`config.mk`:
```
export PLATFORM = sky130hd
export DESIGN_NAME = weigh_stream_formatter
export DESIGN_NICKNAME = d
export VERILOG_FILES = /design/src/common/fmt_pkg.sv /design/src/rtl/byte_fifo.sv /design/src/rtl/weigh_stream_formatter.sv
export VERILOG_INCLUDE_DIRS = /design/src /design/src/common
export SDC_FILE = /design/constraint.sdc
export NUM_CORES = 1
export LEC_CHECK = 0
export ABC_AREA = 1
export BUFFER_PORTS_ARGS = -buffer_cell sky130_fd_sc_hd__buf_4
export CELL_PAD_IN_SITES_DETAIL_PLACEMENT = 1
export CELL_PAD_IN_SITES_GLOBAL_PLACEMENT = 1
export CORE_MARGIN = 5
export CORE_UTILIZATION = 50
export CTS_CLUSTER_DIAMETER = 120
export DETAILED_ROUTE_END_ITERATION = 8
export GPL_TIMING_DRIVEN = 0
export PLACE_DENSITY = 0.88
export SLEW_MARGIN = 20
export SYNTH_ARGS = -nofsm -noshare
export SYNTH_HDL_FRONTEND = slang
export SYNTH_SLANG_ARGS = --single-unit
```
`constraint.sdc`:
```
create_clock -name core_clk -period 23.5 [get_ports core_clk]
set_clock_uncertainty 0.05 [all_clocks]
set_input_delay 2.35 -clock core_clk [delete_from_list [all_inputs] [get_ports core_clk]]
set_output_delay 2.35 -clock core_clk [all_outputs]
set_load 0.02 [all_outputs]
```
`src/common/fmt_regs.svh`:
```
// Purpose: Constants of the stream formatter: characters, codes, sizes
// Assumes: ASCII output characters
// Notes: Definitions only
`ifndef FMT_REGS_SVH
`define FMT_REGS_SVH

// ----------------------------------------
// Characters
// ----------------------------------------
`define CHAR_CR 8'h0d
`define CHAR_LF 8'h0a
`define CHAR_MINUS 8'h2d
`define CHAR_SPACE 8'h20
`define CHAR_ZERO 8'h30
`define CHAR_POINT 8'h2e

// ----------------------------------------
// Division and decimal codes and sizes
// ----------------------------------------
`define DIV_CODE_UNUSED 2'h0
`define DIV_CODE_1 2'h1
`define DIV_CODE_2 2'h2
`define DIV_CODE_5 2'h3
`define DEC_CODE_TWO_ZEROS 3'h0
`define DEC_CODE_ONE_ZERO 3'h1
`define DEC_CODE_INTEGER 3'h2
`define DEC_CODE_FRAC_BASE 3'h2
`define STATUS_FIELD_ID_W 4
`define WEIGHT_W 24
`define MAX_DIGITS 8
`define BYTE_W 8
`define FIFO_DEPTH 16

`endif

```
`src/common/fmt_pkg.sv`:
```
// Purpose: Types shared by the stream formatter files
// Assumes: Constants come from fmt_regs.svh
// Notes: Field ids are four bits wide in a status token
package fmt_pkg;

    // ----------------------------------------
    // Token kinds and field options
    // ----------------------------------------
    typedef enum logic [2:0] {
        kind_hex, kind_cr, kind_lf, kind_status, kind_weight
    } token_kind_t;

    typedef enum logic [1:0] {
        sel_current, sel_gross, sel_net, sel_tare
    } weight_sel_t;

    typedef enum logic [1:0] {
        units_shown, units_primary, units_secondary, units_tertiary
    } units_t;

    typedef enum logic [3:0] {
        parity_field, constant_zero_field, constant_one_field,
        current_division_field, current_decimal_field,
        tertiary_decimal_field, unit_flag_field, motion_flag_field,
        range_flag_field, polarity_flag_field, gross_net_flag_field,
        no_field
    } field_id_t;

    typedef enum logic [2:0] {
        ph_idle, ph_load, ph_convert, ph_emit, ph_single
    } phase_t;

    // ----------------------------------------
    // Formatter state
    // ----------------------------------------
    typedef struct packed {
        phase_t phase;
        logic [7:0] byte_val;
        weight_sel_t sel;
        units_t units;
        logic right;
        logic sign_on;
        logic zero_on;
        logic fixed;
        logic dot_always;
        logic [2:0] fixed_digits;
        logic [3:0] width;
        logic [23:0] mag;
        logic neg;
        logic [31:0] digs;
        logic [3:0] ndig;
        logic [2:0] frac;
        logic [1:0] tz;
        logic [4:0] idx;
    } fmt_state_t;

endpackage

```
`src/rtl/byte_fifo.sv`:
```
// Purpose: Small FIFO between the formatter and the serial sender
// Assumes: Both sides on core_clk
// Notes: Ready and valid drop while ce is low, so nothing moves
`timescale 1ns/1ps
`include "fmt_regs.svh"

module byte_fifo #(
    parameter int WIDTH = `BYTE_W,
    parameter int DEPTH = `FIFO_DEPTH
) (
    // Clock, reset, enable
    input wire logic core_clk,
    input wire logic reset_n,
    input wire logic ce,
    // Fill side
    input wire logic in_valid,
    output logic in_ready,
    input wire logic [WIDTH-1:0] in_data,
    // Drain side
    output logic out_valid,
    input wire logic out_ready,
    output logic [WIDTH-1:0] out_data
);
    localparam int AW = $clog2(DEPTH);

    typedef struct packed {
        logic [DEPTH-1:0][WIDTH-1:0] mem;
        logic [AW:0] wr;
        logic [AW:0] rd;
    } fifo_state_t;

    fifo_state_t st;
    fifo_state_t next_st;
    logic full;
    logic empty;

    // ----------------------------------------
    // Flags and ports
    // ----------------------------------------
    assign empty = (st.wr == st.rd);
    assign full = (st.wr[AW] != st.rd[AW])
        && (st.wr[AW-1:0] == st.rd[AW-1:0]);
    assign in_ready = ce && !full;
    assign out_valid = ce && !empty;
    assign out_data = st.mem[st.rd[AW-1:0]];

    always_comb begin
        next_st = st;
        if (in_valid && in_ready) begin
            next_st.mem[st.wr[AW-1:0]] = in_data;
            next_st.wr = st.wr + 1'b1;
        end
        if (out_valid && out_ready) begin
            next_st.rd = st.rd + 1'b1;
        end
    end

    always_ff @(posedge core_clk or negedge reset_n) begin
        if (!reset_n) begin
            st <= '0;
        end else if (ce) begin
            st <= next_st;
        end
    end
endmodule

```
`src/rtl/weigh_stream_formatter.sv`:
```
// Purpose: Build ASCII stream frames from template tokens
// Assumes: Tokens, weights and flags come from logic on core_clk
// Notes: One byte per cycle into a 16 word FIFO; sender drains it
// Operation
// - Tertiary decimal code: 000..111 positions
// - Selector picks current, gross, net, tare
// - Upper case right, lower case left justified
// - Units suffix forces primary, secondary, tertiary
// - Sign option emits minus for negatives
// - Zero option pads with leading zeros
// - First digit sets field width
// - Point alone floats; point digit fixes
// - Double point sends trailing point too
// - Hex token emits that single byte
// - Status ids packed from bit 7 down
// - First status: parity,0,1,division,decimal
// - Second status: parity,0,1,five flags
// - Third status: parity,0,1, then zeros
// - Division code 01,10,11 for 1,2,5
// - Current decimal field uses same encoding
`timescale 1ns/1ps
`include "fmt_regs.svh"

module weigh_stream_formatter
    import fmt_pkg::*;
(
    // Clock, reset, enable
    input wire logic core_clk,
    input wire logic reset_n,
    input wire logic ce,
    // Template token
    input wire logic tok_valid,
    output logic tok_ready,
    input wire token_kind_t tok_kind,
    input wire logic [7:0] tok_byte,
    input wire logic [31:0] tok_fields,
    input wire weight_sel_t tok_select,
    input wire logic tok_right,
    input wire units_t tok_units,
    input wire logic tok_sign,
    input wire logic tok_zero,
    input wire logic [3:0] tok_width,
    input wire logic tok_fixed,
    input wire logic [2:0] tok_fixed_digits,
    input wire logic tok_dot_always,
    // Weight lookup
    output logic [1:0] weight_select,
    output logic [1:0] weight_units,
    input wire logic [23:0] weight_value,
    // Configuration
    input wire logic [2:0] display_division,
    input wire logic [2:0] current_decimal_field,
    input wire logic [2:0] primary_decimal_field,
    input wire logic [2:0] secondary_decimal_field,
    input wire logic [2:0] tertiary_decimal_field,
    // Scale flags
    input wire logic unit_flag,
    input wire logic motion_flag,
    input wire logic range_flag,
    input wire logic polarity_flag,
    input wire logic gross_net_flag,
    // Serial byte stream
    output logic out_valid,
    input wire logic out_ready,
    output logic [7:0] out_data,
    output logic busy
);

    // ----------------------------------------
    // Helpers
    // ----------------------------------------
    function automatic logic [1:0] div_code(input logic [2:0] div);
        case (div)
            3'h1: div_code = `DIV_CODE_1;
            3'h2: div_code = `DIV_CODE_2;
            3'h5: div_code = `DIV_CODE_5;
            default: div_code = `DIV_CODE_UNUSED;
        endcase
    endfunction

    function automatic logic [7:0] pack_status(
        input logic [31:0] ids,
        input logic [1:0] div,
        input logic [2:0] dec, tdec,
        input logic [4:0] flags
    );
        int pos, w;
        logic [7:0] b, pmask;
        logic [2:0] v;
        field_id_t id;
        pos = 7;
        b = 8'h00;
        pmask = 8'h00;
        // Ids arrive most significant first; each fills its width
        for (int i = 0; i < 8; i++) begin
            id = field_id_t'(ids[31-`STATUS_FIELD_ID_W*i -: 4]);
            v = 3'h0;
            w = 1;
            case (id)
                parity_field: if (pos >= 0) pmask[pos] = 1'b1;
                constant_zero_field: v = 3'h0;
                constant_one_field: v = 3'h1;
                current_division_field: begin
                    v = {1'b0, div};
                    w = 2;
                end
                fmt_pkg::current_decimal_field: begin
                    v = dec;
                    w = 3;
                end
                fmt_pkg::tertiary_decimal_field: begin
                    v = tdec;
                    w = 3;
                end
                unit_flag_field: v = {2'h0, flags[4]};
                motion_flag_field: v = {2'h0, flags[3]};
                range_flag_field: v = {2'h0, flags[2]};
                polarity_flag_field: v = {2'h0, flags[1]};
                gross_net_flag_field: v = {2'h0, flags[0]};
                default: w = 0;
            endcase
            for (int k = 2; k >= 0; k--) begin
                if (k < w && pos >= 0) begin
                    b[pos] = v[k];
                    pos = pos - 1;
                end
            end
        end
        // Even parity over the data bits only
        b = b | (pmask & {8{^(b & ~pmask)}});
        return b;
    endfunction

    function automatic logic [7:0] body_char(
        input int b, input logic [31:0] digs,
        input int ndig, frac, tz, pt, fs
    );
        int ints, j;
        ints = ndig - frac;
        j = -1;
        body_char = `CHAR_ZERO;
        if (b < ints) begin
            j = ndig - 1 - b;
        end else if (b < ints + tz) begin
            j = -1;
        end else if (pt != 0 && b == ints + tz) begin
            body_char = `CHAR_POINT;
        end else if (b - ints - tz - pt < fs) begin
            // Fixed with fewer places truncates, more places pads
            j = frac - 1 - (b - ints - tz - pt);
        end
        if (j >= 0) begin
            body_char = `CHAR_ZERO + {4'h0, digs[j*4 +: 4]};
        end
    endfunction

    // ----------------------------------------
    // State
    // ----------------------------------------
    fmt_state_t st, next_st;
    logic push_valid, push_ready;
    logic [7:0] push_data;
    logic [23:0] mag_div;
    logic [3:0] mag_mod;
    logic [2:0] unit_dec;
    logic [4:0] fs, pt, sgn, blen, len, total, pad;
    logic [7:0] field_char;

    assign mag_div = st.mag / 24'd10;
    assign mag_mod = 4'(st.mag % 24'd10);
    assign weight_select = st.sel;
    assign weight_units = st.units;
    assign busy = (st.phase != ph_idle);
    assign tok_ready = ce && (st.phase == ph_idle);

    // ----------------------------------------
    // Weight field layout
    // ----------------------------------------
    always_comb begin
        case (st.units)
            units_primary: unit_dec = primary_decimal_field;
            units_secondary: unit_dec = secondary_decimal_field;
            units_tertiary: unit_dec = tertiary_decimal_field;
            default: unit_dec = current_decimal_field;
        endcase
    end

    assign fs = st.fixed ? {2'h0, st.fixed_digits} : {2'h0, st.frac};
    assign pt = {4'h0, (fs != 5'h0) || st.dot_always};
    assign sgn = {4'h0, st.neg && st.sign_on};
    assign blen = st.ndig - {2'h0, st.frac} + {3'h0, st.tz} + pt + fs;
    assign len = sgn + blen;
    // Width is a minimum; longer values are never cut
    assign total = ({1'b0, st.width} > len) ? {1'b0, st.width} : len;
    assign pad = total - len;

    always_comb begin
        int p;
        p = int'(st.idx);
        field_char = `CHAR_SPACE;
        if (st.zero_on) begin
            if (p < sgn) begin
                field_char = `CHAR_MINUS;
            end else if (p < sgn + pad) begin
                field_char = `CHAR_ZERO;
            end else begin
                field_char = body_char(p - sgn - pad, st.digs, st.ndig,
                    st.frac, st.tz, pt, fs);
            end
        end else if (st.right) begin
            if (p < pad) begin
                field_char = `CHAR_SPACE;
            end else if (p < pad + sgn) begin
                field_char = `CHAR_MINUS;
            end else begin
                field_char = body_char(p - pad - sgn, st.digs, st.ndig,
                    st.frac, st.tz, pt, fs);
            end
        end else begin
            if (p < sgn) begin
                field_char = `CHAR_MINUS;
            end else if (p < sgn + blen) begin
                field_char = body_char(p - sgn, st.digs, st.ndig,
                    st.frac, st.tz, pt, fs);
            end else begin
                field_char = `CHAR_SPACE;
            end
        end
    end

    // ----------------------------------------
    // Sequencer
    // ----------------------------------------
    always_comb begin
        next_st = st;
        push_valid = 1'b0;
        push_data = st.byte_val;
        case (st.phase)
            ph_idle: begin
                if (tok_valid && tok_ready) begin
                    next_st.phase = ph_single;
                    case (tok_kind)
                        kind_hex: next_st.byte_val = tok_byte;
                        kind_cr: next_st.byte_val = `CHAR_CR;
                        kind_lf: next_st.byte_val = `CHAR_LF;
                        kind_status: begin
                            next_st.byte_val = pack_status(tok_fields,
                                div_code(display_division),
                                current_decimal_field,
                                tertiary_decimal_field,
                                {unit_flag, motion_flag, range_flag,
                                 polarity_flag, gross_net_flag});
                        end
                        kind_weight: begin
                            next_st.phase = ph_load;
                            next_st.sel = tok_select;
                            next_st.units = tok_units;
                            next_st.right = tok_right;
                            next_st.sign_on = tok_sign;
                            next_st.zero_on = tok_zero;
                            next_st.width = tok_width;
                            next_st.fixed = tok_fixed;
                            next_st.fixed_digits = tok_fixed_digits;
                            next_st.dot_always = tok_dot_always;
                        end
                        default: next_st.phase = ph_idle;
                    endcase
                end
            end
            ph_load: begin
                // Lookup answers the select outputs in this cycle
                next_st.neg = weight_value[23];
                next_st.mag = weight_value[23] ? -weight_value : weight_value;
                next_st.digs = 32'h0;
                next_st.ndig = 4'h0;
                next_st.tz = 2'h0;
                next_st.frac = 3'h0;
                case (unit_dec)
                    `DEC_CODE_TWO_ZEROS: next_st.tz = 2'h2;
                    `DEC_CODE_ONE_ZERO: next_st.tz = 2'h1;
                    `DEC_CODE_INTEGER: next_st.frac = 3'h0;
                    default: next_st.frac = unit_dec - `DEC_CODE_FRAC_BASE;
                endcase
                next_st.phase = ph_convert;
            end
            ph_convert: begin
                // One digit per cycle keeps the divider small
                next_st.digs[st.ndig*4 +: 4] = mag_mod;
                next_st.ndig = st.ndig + 4'h1;
                next_st.mag = mag_div;
                if ((mag_div == 24'h0 && st.ndig >= {1'b0, st.frac})
                    || st.ndig == 4'(`MAX_DIGITS - 1)) begin
                    next_st.phase = ph_emit;
                    next_st.idx = 5'h0;
                end
            end
            ph_emit: begin
                push_valid = 1'b1;
                push_data = field_char;
                if (push_ready) begin
                    next_st.idx = st.idx + 5'h1;
                    if (st.idx == total - 5'h1) begin
                        next_st.phase = ph_idle;
                    end
                end
            end
            ph_single: begin
                push_valid = 1'b1;
                if (push_ready) begin
                    next_st.phase = ph_idle;
                end
            end
            default: next_st.phase = ph_idle;
        endcase
    end

    always_ff @(posedge core_clk or negedge reset_n) begin
        if (!reset_n) begin
            st <= '0;
        end else if (ce) begin
            st <= next_st;
        end
    end

    // ----------------------------------------
    // Output buffer
    // ----------------------------------------
    byte_fifo #(.WIDTH(`BYTE_W), .DEPTH(`FIFO_DEPTH)) out_fifo (
        .core_clk(core_clk), .reset_n(reset_n), .ce(ce),
        .in_valid(push_valid), .in_ready(push_ready),
        .in_data(push_data), .out_valid(out_valid),
        .out_ready(out_ready), .out_data(out_data)
    );
endmodule

```
==> flow_metrics.py <==
metrics = {
    "placed_design": {
        "portBuffers": 120,
        "hpwlAfterDp_um": 95300,
        "gp_routability_congestion": 0.962,
    },
    "logic_synthesis": {
        "synth_top_area_share_pct": 18.2,
        "syn-num-nets": 5460,
        "synth_fa_ha_area_share_pct": 13.6,
        "synth_area_leaders": "dfrtp_1 (18%), nand2_1 (13%), ha_1 (12%)",
        "synth_top_family_by_area": "simple AND/OR/NAND/NOR gates",
        "yosysMostFrequentCell": "nand2_1",
        "async_reset_ff_share_pct": 100,
        "synth_area_um2": 32400,
        "synth-simple-area-share_pct": 35.7,
        "synth_seq_cells": 236,
        "ys_warn_count": 0,
        "ys_seq_area_share_pct": 18.2,
        "synth_mux_area_share_pct": 1.82,
        "synthXorXnorAreaFrac_pct": 3.26,
        "synth_edf_count": 0,
        "synth_common_cells": "nand2_1 (1146), inv_1 (728), nor2_1 (464)",
        "synth.distinct_cells": 76,
        "avgSynthCellArea_um2": 6.47,
        "synth-compound-area-share_pct": 17.0,
        "synth_top_flop_cell": "dfrtp_1",
        "netlist.top_cell.by_area": "dfrtp_1",
        "synthCells": 5014,
    },
    "die": {
        "die_y_um": 265,
        "die_w_um": 265,
        "die-area_um2": 70100,
        "row_count": 93,
        "core_area_um2": 64300,
        "ioPinCount": 123,
        "floorplan.initialDensity_pct": 50.4,
    },
    "clocking": {
        "clk_latency_ns": 0.59,
        "cts_hold_buf": 0,
        "clk_pin_slew_ns": 0.07,
        "root_buffer": "clkbuf_16",
        "cts-root-to-sink-buffers": 3,
        "post_cts_resized": 0,
        "h-tree-depth": 1,
        "cts_sinks": 236,
        "cts_buffers": 27,
        "cts_tree": "yes",
        "post_cts_buffers": 0,
    },
    "worst_setup_path": {
        "regToRegEndpoint": "out_fifo.st[21]$_DFFE_PN0P_",
        "crit_slowest_cell": "o21ai_0",
        "arrival_ns": 17.58,
        "cp-start-kind": "flop",
        "worstSetupPathType": "flop to flop",
        "crit_family": "compound AO/OA/AOI/OAI gates",
        "cp.buffers_inverters": 4,
        "r2r_slack_ns": 6.36,
        "cp_common_cell": "o21ai_0",
        "cp_max_fo": 10,
        "critical_path_depth": 57,
        "reg2regPathDepth": 57,
        "rr_startpoint": "st[7]$_DFFE_PN0P_",
        "max_stage_delay_ns": 1.04,
        "cp_data_required_time_ns": 23.95,
        "crit_path_end_kind": "flop",
    },
    "detailed_routing": {
        "routed_wl_um": 119000,
        "drt_pass1_iterations": 5,
        "drcViolationCount": 0,
        "routed_via_density": 5.86,
        "first_iter_violations": 2425,
        "post_drt_wl_per_cell_um": 19.7,
        "vias": 35400,
        "ant_nets": 0,
    },
    "global_route": {
        "grt_max_degree": 92,
        "track_usage_pct": 32.5,
        "antenna_found_initial": 3,
        "overflow": 0,
        "grt_pass1_vias": 36200,
        "grt_pass1_wl_um": 190000,
    },
    "sta": {
        "worst_slew_pin_slew_ns": 1.23,
        "max_freq_mhz": 58.3,
        "slew_viol_final": 0,
        "rsz0062_at_grt": "no",
        "finalCritPeriodShare_pct": 72.9,
        "setup_viol_count_final": 0,
        "timing.final.hold_violations": 0,
        "period_minus_slack_ns": 17.14,
        "maxSlewHeadroom_pct": 17.2,
        "tns_ns": 0,
    },
    "layout": {
        "drive_gt1_share_pct": 10.5,
        "synthToLayoutAreaGrowth_pct": 9.46,
        "final_nets": 5621,
        "final_util_pct": 55.2,
    },
    "flow_run": {
        "drv_cap": 0,
    },
    "outcome": {
        "status": "finished, final reports clean",
    },
    "hold_path": {
        "min_to": "out_fifo.st[40]$_DFFE_PN0P_",
        "min_from": "out_fifo.st[40]$_DFFE_PN0P_",
        "worstHoldPathCells": 2,
        "holdCritPathClass": "flop to flop",
    },
}
==> metal layers <==
layer / global-route usage [%] / share of wire, % / wire [µm]
met3: 3.55 / 5.2 / 6270
met1: 42.8 / 43 / 51900
met2: 55.2 / 47 / 56000
met4: 12.5 / 4.4 / 5320
met5: 0 / 0.014 / 17
==> worst max path at each step <==
stage / startpoint / end / slack, ns
global placement: st[7]$_DFFE_PN0P_ / out_fifo.st[45]$_DFFE_PN0P_ / 6.09
CTS: st[7]$_DFFE_PN0P_ / out_fifo.st[21]$_DFFE_PN0P_ / 6.67
floorplan: tok_fields[28] / st[88]$_DFFE_PN0P_ / 8.99
finish: st[7]$_DFFE_PN0P_ / out_fifo.st[21]$_DFFE_PN0P_ / 6.36
global route: st[7]$_DFFE_PN0P_ / out_fifo.st[21]$_DFFE_PN0P_ / 5.72
detailed placement: st[7]$_DFFE_PN0P_ / out_fifo.st[13]$_DFFE_PN0P_ / 6.76
==> worst min-delay path, cell delays in order (launching register included) <==
cell and delay, ns:
dfrtp_1 0.34, nand2_1 0.05, nand2_1 0.05
==> flip-flops by register name, summed over array words and instances (netlist names) <==
signal	cells
st	94
weight_select	2
weight_units	2
out_fifo.st	138
==> metrics by stage <==
step                      cells  instance area, µm²  hold WS [ns]  setup slack, ns
final                      6051               35500         0.420             6.36
after global routing       6051               35500         0.452             5.72
after CTS                  6050               35500         0.422             6.67
after detailed placement   6001               34600         0.406             6.76
after global placement     5989               34400         0.398             6.09
after floorplan            5014               32400         0.387             8.99
==> layout make-up <==
| class | count | area [µm²] |
|---|---|---|
| Clock inverter | 8 | 68.8 |
| Inverter | 795 | 3030 |
| Fill cell | 8981 | 28800 |
| Buffer | 84 | 355 |
| Multi-Input combinational cell | 3899 | 23200 |
| Timing Repair Buffer | 132 | 1060 |
| Antenna cell | 1 | 2.50 |
| Sequential cell | 236 | 5910 |
| Clock buffer | 41 | 818 |
| Tap cell | 855 | 1070 |
==> cells in the final DEF, fill, tap and decap left out, types with 51 or more instances in the layout <==
master       n
nand2_2    124
nand3_1    325
inv_1      728
nand4_1    102
ha_1       312
o21ai_0    413
buf_4      132
mux2i_1     59
clkbuf_1    78
nor3_1      69
nor2_1     462
dfrtp_1    236
a21oi_1    264
xor2_1      82
o22ai_1     51
nand2_1   1146
==> cell families after synthesis <==
family,count (synthesis)
and+or+nand+nor,2428
muxes,59
adders and majority gates,338
buffers and inverters,879
AOI/OAI and AO/OA,954
DFF,236
xor gates and xnor gates,120
Power is left out: the tool's default activity adds up to more than one toggle a clock period on the data nets, which glitch-free logic cannot reach.
